<file path="src/pkg/ana_pkg.sv">
/*
  Constants, register map and state encoding of the auto-negotiation
  ability register bank.
  Assumes a single 100 MHz management clock and APB access with 32-bit
  data, one register per aligned word, byte address four times the index.
*/
package ana_pkg;

  // Bus geometry.
  localparam int unsigned APB_AW = 12;
  localparam int unsigned APB_DW = 32;
  localparam int unsigned REG_DW = 16;

  // Register indices and their byte addresses.
  localparam logic [3:0]        IDX_BASIC_STATUS = 4'h1;
  localparam logic [3:0]        IDX_ADVERT       = 4'h4;
  localparam logic [3:0]        IDX_PARTNER      = 4'h5;
  localparam logic [3:0]        IDX_EXPANSION    = 4'h6;
  localparam logic [3:0]        IDX_NP_RX        = 4'h8;
  localparam logic [APB_AW-1:0] ADDR_BASIC_STATUS = {6'h00, IDX_BASIC_STATUS, 2'h0};
  localparam logic [APB_AW-1:0] ADDR_ADVERT       = {6'h00, IDX_ADVERT, 2'h0};
  localparam logic [APB_AW-1:0] ADDR_PARTNER      = {6'h00, IDX_PARTNER, 2'h0};
  localparam logic [APB_AW-1:0] ADDR_EXPANSION    = {6'h00, IDX_EXPANSION, 2'h0};
  localparam logic [APB_AW-1:0] ADDR_NP_RX        = {6'h00, IDX_NP_RX, 2'h0};

  // Reset values.
  localparam logic [REG_DW-1:0] ADVERT_RST    = 16'h01e1;
  localparam logic [REG_DW-1:0] PARTNER_RST   = 16'h0000;
  localparam logic [REG_DW-1:0] EXPANSION_RST = 16'h0064;
  localparam logic [REG_DW-1:0] NP_RX_RST     = 16'h2001;

  // Writable bits of the advertisement word: all but bit 14.
  localparam logic [REG_DW-1:0] ADVERT_WMASK  = 16'hbfff;
  // Bits the partner word may hold: all but bit 12.
  localparam logic [REG_DW-1:0] PARTNER_MASK  = 16'hefff;

  // Advertisement and partner field positions.
  localparam int unsigned BIT_NP        = 15;
  localparam int unsigned BIT_RSV14     = 14;
  localparam int unsigned BIT_RF        = 13;
  localparam int unsigned BIT_RSV12     = 12;
  localparam int unsigned BIT_ASYM      = 11;
  localparam int unsigned BIT_SYM       = 10;
  localparam int unsigned BIT_T4        = 9;
  localparam int unsigned SPEED_LSB     = 5;
  localparam int unsigned SPEED_W       = 4;
  localparam int unsigned SEL_MSB       = 4;
  localparam int unsigned SEL_LSB       = 0;

  // Expansion and basic status field positions.
  localparam int unsigned EXP_LOC_ABLE  = 6;
  localparam int unsigned EXP_STORAGE   = 5;
  localparam int unsigned EXP_PD_FAULT  = 4;
  localparam int unsigned BS_NEG_DONE   = 5;

  // Strap capture: cycles allowed for the pin synchroniser to fill.
  localparam logic [1:0]  STRAP_SETTLE  = 2'h3;
  localparam logic [SPEED_W-1:0] STRAP_DEFAULT = 4'hf;

  // Strap capture sequence.
  typedef enum logic [2:0] {
    ANA_ST_SETTLE = 3'b001,
    ANA_ST_LOAD   = 3'b010,
    ANA_ST_RUN    = 3'b100
  } ana_strap_e;

endpackage

</file>
<file path="src/verilog/ana_pin_sync.sv">
/*
  Three-flop synchroniser for the speed strap pins.
  Assumes the pins are static or slow relative to pclk; pin_sync follows
  the third flop, and pin_agree flags bits where the second and third flops agree.
*/
`timescale 1ns/100ps
module ana_pin_sync
  import ana_pkg::*;
(
  // Clock and reset.
  input  wire logic               pclk,
  input  wire logic               presetn,
  // Asynchronous pins.
  input  wire logic [SPEED_W-1:0] pin_in,
  // Synchronised result.
  output logic      [SPEED_W-1:0] pin_sync,
  output logic      [SPEED_W-1:0] pin_agree
);

  logic [SPEED_W-1:0] s1_q;
  logic [SPEED_W-1:0] s2_q;
  logic [SPEED_W-1:0] s3_q;
  logic [SPEED_W-1:0] s1_d;
  logic [SPEED_W-1:0] s2_d;
  logic [SPEED_W-1:0] s3_d;

  // Shift chain; the first stage feeds only the second.
  always_comb begin
    s1_d = pin_in;
    s2_d = s1_q;
    s3_d = s2_q;
  end

  // Flops reset to the no-strap default so an unfilled chain looks benign.
  always_ff @(posedge pclk or negedge presetn) begin
    if (!presetn) begin
      s1_q <= STRAP_DEFAULT;
      s2_q <= STRAP_DEFAULT;
      s3_q <= STRAP_DEFAULT;
    end else begin
      s1_q <= s1_d;
      s2_q <= s2_d;
      s3_q <= s3_d;
    end
  end

  // Per-bit agreement between the two settled stages.
  genvar gi;
  generate
    for (gi = 0; gi < SPEED_W; gi++) begin : g_agree
      assign pin_agree[gi] = ~(s2_q[gi] ^ s3_q[gi]);
    end
  endgenerate

  assign pin_sync = s3_q;

endmodule // ana_pin_sync

</file>
<file path="src/verilog/ana_ability_regs.sv">
/*
  Auto-negotiation ability register bank: local advertisement, partner
  base page, expansion status, negotiation-done status and received
  next page, reached over an APB slave with zero wait states.
  Assumes the negotiation engine runs on pclk and presents single-cycle
  page pulses; strap pins are asynchronous and are synchronised here.
*/
`timescale 1ns/100ps
module ana_ability_regs
  import ana_pkg::*;
(
  // Clock and reset.
  input  wire logic               pclk,
  input  wire logic               presetn,
  // APB slave.
  input  wire logic               psel,
  input  wire logic               penable,
  input  wire logic               pwrite,
  input  wire logic [APB_AW-1:0]  paddr,
  input  wire logic [APB_DW-1:0]  pwdata,
  output logic      [APB_DW-1:0]  prdata,
  output logic                    pready,
  output logic                    pslverr,
  // Strap pins: fast full, fast half, ten full, ten half (msb first).
  input  wire logic [SPEED_W-1:0] strap_speed,
  // Negotiation engine status and received pages.
  input  wire logic               negotiation_done,
  input  wire logic               page_rx_valid,
  input  wire logic               page_rx_next,
  input  wire logic [REG_DW-1:0]  page_rx_data,
  input  wire logic               parallel_detect_fault,
  // Base page to transmit.
  output logic      [REG_DW-1:0]  adv_page
);

  // Bus decode.
  logic               setup_rd;
  logic               access_wr;
  logic               access_rd;
  logic               addr_hit;
  logic [REG_DW-1:0]  wdata16;

  // Strap capture.
  ana_strap_e         strap_st_q;
  ana_strap_e         strap_st_d;
  logic [1:0]         settle_q;
  logic [1:0]         settle_d;
  logic [SPEED_W-1:0] strap_sync;
  logic [SPEED_W-1:0] strap_agree;

  // Register state.
  logic [REG_DW-1:0]  advert_q;
  logic [REG_DW-1:0]  advert_d;
  logic [REG_DW-1:0]  partner_q;
  logic [REG_DW-1:0]  partner_d;
  logic [REG_DW-1:0]  np_rx_q;
  logic [REG_DW-1:0]  np_rx_d;
  logic               pd_fault_q;
  logic               pd_fault_d;
  logic               done_q;
  logic               done_d;
  logic [APB_DW-1:0]  prdata_q;
  logic [APB_DW-1:0]  prdata_d;
  logic               slverr_q;
  logic               slverr_d;
  logic [REG_DW-1:0]  rd_word;
  logic [REG_DW-1:0]  expansion_word;
  logic [REG_DW-1:0]  status_word;

  // Strap pins pass the three-flop synchroniser before any use.
  ana_pin_sync u_strap_sync (
    .pclk      (pclk),
    .presetn   (presetn),
    .pin_in    (strap_speed),
    .pin_sync  (strap_sync),
    .pin_agree (strap_agree)
  );

  // APB phase decode; the slave never inserts wait states.
  always_comb begin
    setup_rd  = psel & ~penable & ~pwrite;
    access_wr = psel & penable & pwrite;
    access_rd = psel & penable & ~pwrite;
    wdata16   = pwdata[REG_DW-1:0];
    addr_hit  = (paddr == ADDR_BASIC_STATUS) | (paddr == ADDR_ADVERT) |
                (paddr == ADDR_PARTNER) | (paddr == ADDR_EXPANSION) |
                (paddr == ADDR_NP_RX);
  end

  assign pready = 1'b1;

  // Strap capture: wait for the synchroniser to fill, then load once when
  // both settled stages agree, so a pin still moving is not taken.
  always_comb begin
    strap_st_d = strap_st_q;
    settle_d   = settle_q;
    case (strap_st_q)
      ANA_ST_SETTLE: begin
        if (settle_q == STRAP_SETTLE) begin
          strap_st_d = ANA_ST_LOAD;
        end else begin
          settle_d = settle_q + 2'h1;
        end
      end
      ANA_ST_LOAD: begin
        if (&strap_agree) begin
          strap_st_d = ANA_ST_RUN;
        end
      end
      ANA_ST_RUN: begin
        strap_st_d = ANA_ST_RUN;
      end
      default: begin
        strap_st_d = ANA_ST_SETTLE;
        settle_d   = 2'h0;
      end
    endcase
  end

  always_ff @(posedge pclk or negedge presetn) begin
    if (!presetn) begin
      strap_st_q <= ANA_ST_SETTLE;
      settle_q   <= 2'h0;
    end else begin
      strap_st_q <= strap_st_d;
      settle_q   <= settle_d;
    end
  end

  // Advertisement word. Bit 14 is held at zero; a software write in the
  // strap load cycle wins, as it is the later intent.
  always_comb begin
    advert_d = advert_q;
    if ((strap_st_q == ANA_ST_LOAD) && (&strap_agree)) begin
      advert_d[SPEED_LSB +: SPEED_W] = strap_sync;
    end
    if (access_wr && (paddr == ADDR_ADVERT)) begin
      advert_d = wdata16 & ADVERT_WMASK;
    end
  end

  always_ff @(posedge pclk or negedge presetn) begin
    if (!presetn) begin
      advert_q <= ADVERT_RST;
    end else begin
      advert_q <= advert_d;
    end
  end

  // The transmitted base page is the register itself; a write reaches
  // adv_page on the next cycle, whether or not negotiation is done.
  assign adv_page = advert_q;

  // Received pages: base pages land in the partner word, next pages in the
  // dedicated next-page register, since storage select reads as one.
  always_comb begin
    partner_d = partner_q;
    np_rx_d   = np_rx_q;
    if (page_rx_valid && !page_rx_next) begin
      partner_d = page_rx_data & PARTNER_MASK;
    end
    if (page_rx_valid && page_rx_next) begin
      np_rx_d = page_rx_data;
    end
  end

  always_ff @(posedge pclk or negedge presetn) begin
    if (!presetn) begin
      partner_q <= PARTNER_RST;
      np_rx_q   <= NP_RX_RST;
    end else begin
      partner_q <= partner_d;
      np_rx_q   <= np_rx_d;
    end
  end

  // Parallel detection fault latch. Only a fault that software actually
  // saw in the read data is cleared, so one arriving between setup and
  // access survives; a new fault in the clearing cycle wins as well.
  always_comb begin
    pd_fault_d = pd_fault_q;
    if (access_rd && (paddr == ADDR_EXPANSION) && prdata_q[EXP_PD_FAULT]) begin
      pd_fault_d = 1'b0;
    end
    if (parallel_detect_fault) begin
      pd_fault_d = 1'b1;
    end
    done_d = negotiation_done;
  end

  always_ff @(posedge pclk or negedge presetn) begin
    if (!presetn) begin
      pd_fault_q <= 1'b0;
      done_q     <= 1'b0;
    end else begin
      pd_fault_q <= pd_fault_d;
      done_q     <= done_d;
    end
  end

  // Composite read words; everything not named reads as zero.
  always_comb begin
    expansion_word               = '0;
    expansion_word[EXP_LOC_ABLE] = EXPANSION_RST[EXP_LOC_ABLE];
    expansion_word[EXP_STORAGE]  = EXPANSION_RST[EXP_STORAGE];
    expansion_word[EXP_PD_FAULT] = pd_fault_q;
    status_word                  = '0;
    status_word[BS_NEG_DONE]     = done_q;
  end

  // Read data and error are prepared in the setup phase so the access
  // phase answers from flops; unmapped addresses answer with an error.
  always_comb begin
    case (paddr)
      ADDR_BASIC_STATUS: rd_word = status_word;
      ADDR_ADVERT:       rd_word = advert_q;
      ADDR_PARTNER:      rd_word = partner_q;
      ADDR_EXPANSION:    rd_word = expansion_word;
      ADDR_NP_RX:        rd_word = np_rx_q;
      default:           rd_word = '0;
    endcase
    prdata_d = prdata_q;
    slverr_d = slverr_q;
    if (psel && !penable) begin
      prdata_d = '0;
      slverr_d = ~addr_hit;
      if (setup_rd) begin
        prdata_d[REG_DW-1:0] = rd_word;
      end
    end
  end

  always_ff @(posedge pclk or negedge presetn) begin
    if (!presetn) begin
      prdata_q <= '0;
      slverr_q <= 1'b0;
    end else begin
      prdata_q <= prdata_d;
      slverr_q <= slverr_d;
    end
  end

  assign prdata  = prdata_q;
  assign pslverr = slverr_q & psel & penable;
endmodule // ana_ability_regs

</file>
<file path="config.mk">
export PLATFORM = sky130hd
export DESIGN_NAME = ana_ability_regs
export DESIGN_NICKNAME = d
export VERILOG_FILES = /design/src/pkg/ana_pkg.sv /design/src/verilog/ana_pin_sync.sv /design/src/verilog/ana_ability_regs.sv
export SDC_FILE = /design/constraint.sdc
export NUM_CORES = 1
export LEC_CHECK = 0
export BUFFER_PORTS_ARGS = -buffer_cell sky130_fd_sc_hd__buf_2
export CELL_PAD_IN_SITES_DETAIL_PLACEMENT = 2
export CELL_PAD_IN_SITES_GLOBAL_PLACEMENT = 2
export CORE_ASPECT_RATIO = 1.1
export CORE_MARGIN = 2
export CORE_UTILIZATION = 24
export CTS_CLUSTER_SIZE = 8
export DETAILED_ROUTE_END_ITERATION = 6
export PLACE_DENSITY = 0.64
export SYNTH_ARGS = -nofsm -noshare
export SYNTH_HDL_FRONTEND = slang
export SYNTH_SLANG_ARGS = --single-unit
</file>
<file path="constraint.sdc">
create_clock -name pclk -period 3.05 [get_ports pclk]
set_input_delay 0.61 -clock pclk [delete_from_list [all_inputs] [get_ports pclk]]
set_output_delay 0.61 -clock pclk [all_outputs]
set_load 0.01 [all_outputs]
</file>
==> impl_metrics.toml <==
[run_status]
status = "finished, final reports clean"

[logic_synthesis]
synth_edf_count = 0
ys_warn_count = 0
syn_avg_cell_area_um2 = 12.2
ys_seq_elements = 82
seq_area_frac_synth = 0.552
ys_types = 43
ys_async_sr_fraction = 1.00
ys.flop_type = "dfrtp_1"
synth_area_mm2 = 0.00376
synth_cells = 309

[power]
p_sw_w = 0.000761
p_clk_frac = 0.382
switching_share = 0.269
power_density_mw_per_mm2 = 607
pwr-share-comb = 0.146
total_leakage_power_nw = 2.11
internal_power_w = 0.00207
p_seq_frac = 0.472
peakVddDrop_mv = 0.238

[clocking]
htreeDepth = 3
clk_latency_ns = 0.34
hold_buffers = 0
clkTransAtPathRegs_ns = 0.06
cts-resized-gates = 0
cts_tree = "yes"
root_buffer = "clkbuf_16"
cts_buffers = 9
clock_path_buffers = 2
post_cts.repair.setup_buffers = 0
cts_sinks = 82

[timing]
min_period_ns = 2.43
tightest_slew_ns = 0.899
post-route-period-util = 0.796
maxClockFrequency_mhz = 412
setup_violations = 0
finalClockSkew_ns = 0.00489
slew_headroom = 0.399
slew_viol_final = 0
fin_setup_tns_ns = 0
hold_violations = 0
rsz0062_at_grt = "no"

[floorplan]
fp-row-count = 47
dieArea_mm2 = 0.0167
io_pins = 123
die_w_um = 123
initial_utilization = 0.248
die_h_um = 135
design.core.area_mm2 = 0.0152

[finish]
drive_gt1_frac = 0.483
layout.nets = 471
nFillCells = 1644
final_util = 0.307
area.growth.synth_to_final_pct = 23.8
insertedDiodeCount = 0

[drt]
drt_iter0_markers = 72
detail_route.wl_per_cell_um = 18.1
drc_errors = 0
num_vias = 2712
drt_wl_total_um = 10800
drt-vias-per-instance = 4.54
antenna_left = 0
dr.pass1.iters = 2

[placed_design]
place.gp.congestion = 0.685
io_buffers = 87
dp_hpwl_um = 7690

[global_routing]
antenna_found_initial = 0
grt_pass1_wl_um = 17100
first_global_vias = 3092
grtUsageTotal = 0.137
grt_start_max_net_pins = 48
grt_overflow = 0

[critical_path]
worstPathArrival_ns = 2.65
worstPathRequired_ns = 3.28
endpoint_kind = "flip-flop"
setup.worst_path.start_class = "primary input"
crit_fanout = 11
path_class = "primary input to flip-flop"

[hold_path]
hp-class = "primary input to asynchronous set/reset pin"

[run]
drv_cap = 0
## registers in the layout, summed over array words and instances, names as in the netlist
signal and count:
pd_fault_q 1, strap_st_q 3, slverr_q 1, partner_q 15, u_strap_sync.pin_sync 4, np_rx_q 16
done_q 1, adv_page 15, u_strap_sync.s2_q 4, prdata 16, u_strap_sync.s1_q 4, settle_q 2
## layout make-up
class	instances	area, um^2	area share
Multi-Input combinational cell	205	1510	0.324
Clock inverter	6	57.6	0.0124
Timing Repair Buffer	98	533	0.115
Clock buffer	10	229	0.0492
Sequential cell	82	2080	0.446
Tap cell	196	245	0.0527
Inverter	1	3.75	0.000807
## synthesized netlist by cell type, drive strengths merged, types with 2 or more instances
cell type | number | share of area
nand3 | 6 | 0.0080
xnor2 | 4 | 0.0093
a22oi | 16 | 0.032
nand3b | 6 | 0.012
dfstp | 20 | 0.14
a31oi | 5 | 0.0083
nor2 | 4 | 0.0040
mux2 | 53 | 0.16
nor2b | 4 | 0.0067
or4 | 3 | 0.0070
nand2b | 5 | 0.0083
nand2 | 21 | 0.021
clkbuf | 14 | 0.014
or2 | 4 | 0.0067
xor2 | 2 | 0.0047
o21ai | 28 | 0.037
buf | 23 | 0.050
a21oi | 4 | 0.0053
nor3 | 5 | 0.0067
dfrtp | 62 | 0.41
conb | 2 | 0.0020
mux2i | 2 | 0.0053
nor3b | 3 | 0.0060
## cell families (layout without fill, tap and decap cells)
logic type	count (synthesis)	after routing	synth area share
adders and majority gates	1	1	0.00333
other	2	18	0.00200
muxes	55	55	0.170
DFF	82	82	0.552
buffers and inverters	38	115	0.0646
AOI/OAI and AO/OA	56	56	0.0892
and+or+nand+nor	69	69	0.104
xor gates and xnor gates	6	6	0.0140
## worst paths after layout
check	from	endpoint	slack [ns]	cells past startpoint
max	paddr[1]	adv_page[11]	0.62	6
max reg2reg	strap_st_q[1]	adv_page[8]	1.25	3
min reg2reg	u_strap_sync.s1_q[0]	u_strap_sync.s2_q[0]	0.36	0
min	presetn	np_rx_q[9]	0.24	1
min in group pclk	u_strap_sync.s1_q[0]	u_strap_sync.s2_q[0]	0.36	0
max in group asynchronous	presetn	strap_st_q[0]	2.11	2
## cell usage in the layout, fill, tap and decap left out, types with 4 or more instances in the layout
master / Yosys / routed
dfstp_2: 20 / 20
o21ai_0: 24 / 24
a31oi_1: 5 / 5
conb_1: 2 / 18
nand3_1: 6 / 6
nor2_1: 4 / 4
a21oi_1: 4 / 4
clkinv_2: 0 / 4
a22oi_1: 16 / 16
buf_2: 1 / 86
mux2_2: 47 / 47
clkbuf_16: 0 / 9
xnor2_1: 4 / 4
nand2_1: 21 / 21
buf_4: 20 / 11
mux2_4: 6 / 6
o21ai_1: 4 / 4
nor3_1: 5 / 5
nand2b_1: 5 / 5
nand3b_1: 6 / 6
dfrtp_1: 62 / 62
## power groups by stage
stage	Clock [W]	Sequential (W)	Combinational [W]
2_1_floorplan	0	0.00131	0.000288
3_3_place_gp	0	0.00134	0.000389
3_5_place_dp	0	0.00135	0.000420
4_1_cts	0.00112	0.00134	0.000422
5_1_grt	0.00116	0.00136	0.000461
6_report	0.00108	0.00133	0.000413
## critical path, stage by stage
cell and delay (ns):
buf_2 0.10, or4_1 0.56, or4b_4 0.60, or2_1 0.25, buf_4 0.21, mux2_4 0.31
## stage by stage
step	total power [W]	std cells	setup slack (ns)	instance area, um^2	hold WS (ns)
4_1_cts	0.00288	598	0.630	4650	0.247
2_1_floorplan	0.00160	325	0.467	3820	0.314
6_report	0.00283	598	0.623	4650	0.240
3_3_place_gp	0.00173	582	0.315	4370	0.346
3_5_place_dp	0.00177	582	0.262	4370	0.349
5_1_grt	0.00298	598	0.564	4650	0.272
## per-layer routing
metal,track usage,up-vias,part of all wire
li1,-,1235,-
met1,0.165,1400,0.43
met2,0.234,65,0.51
met3,0.0316,12,0.049
met4,0.0511,0,0.016
met5,0,-,0
No activity file was read; power rests on OpenSTA's default activity.
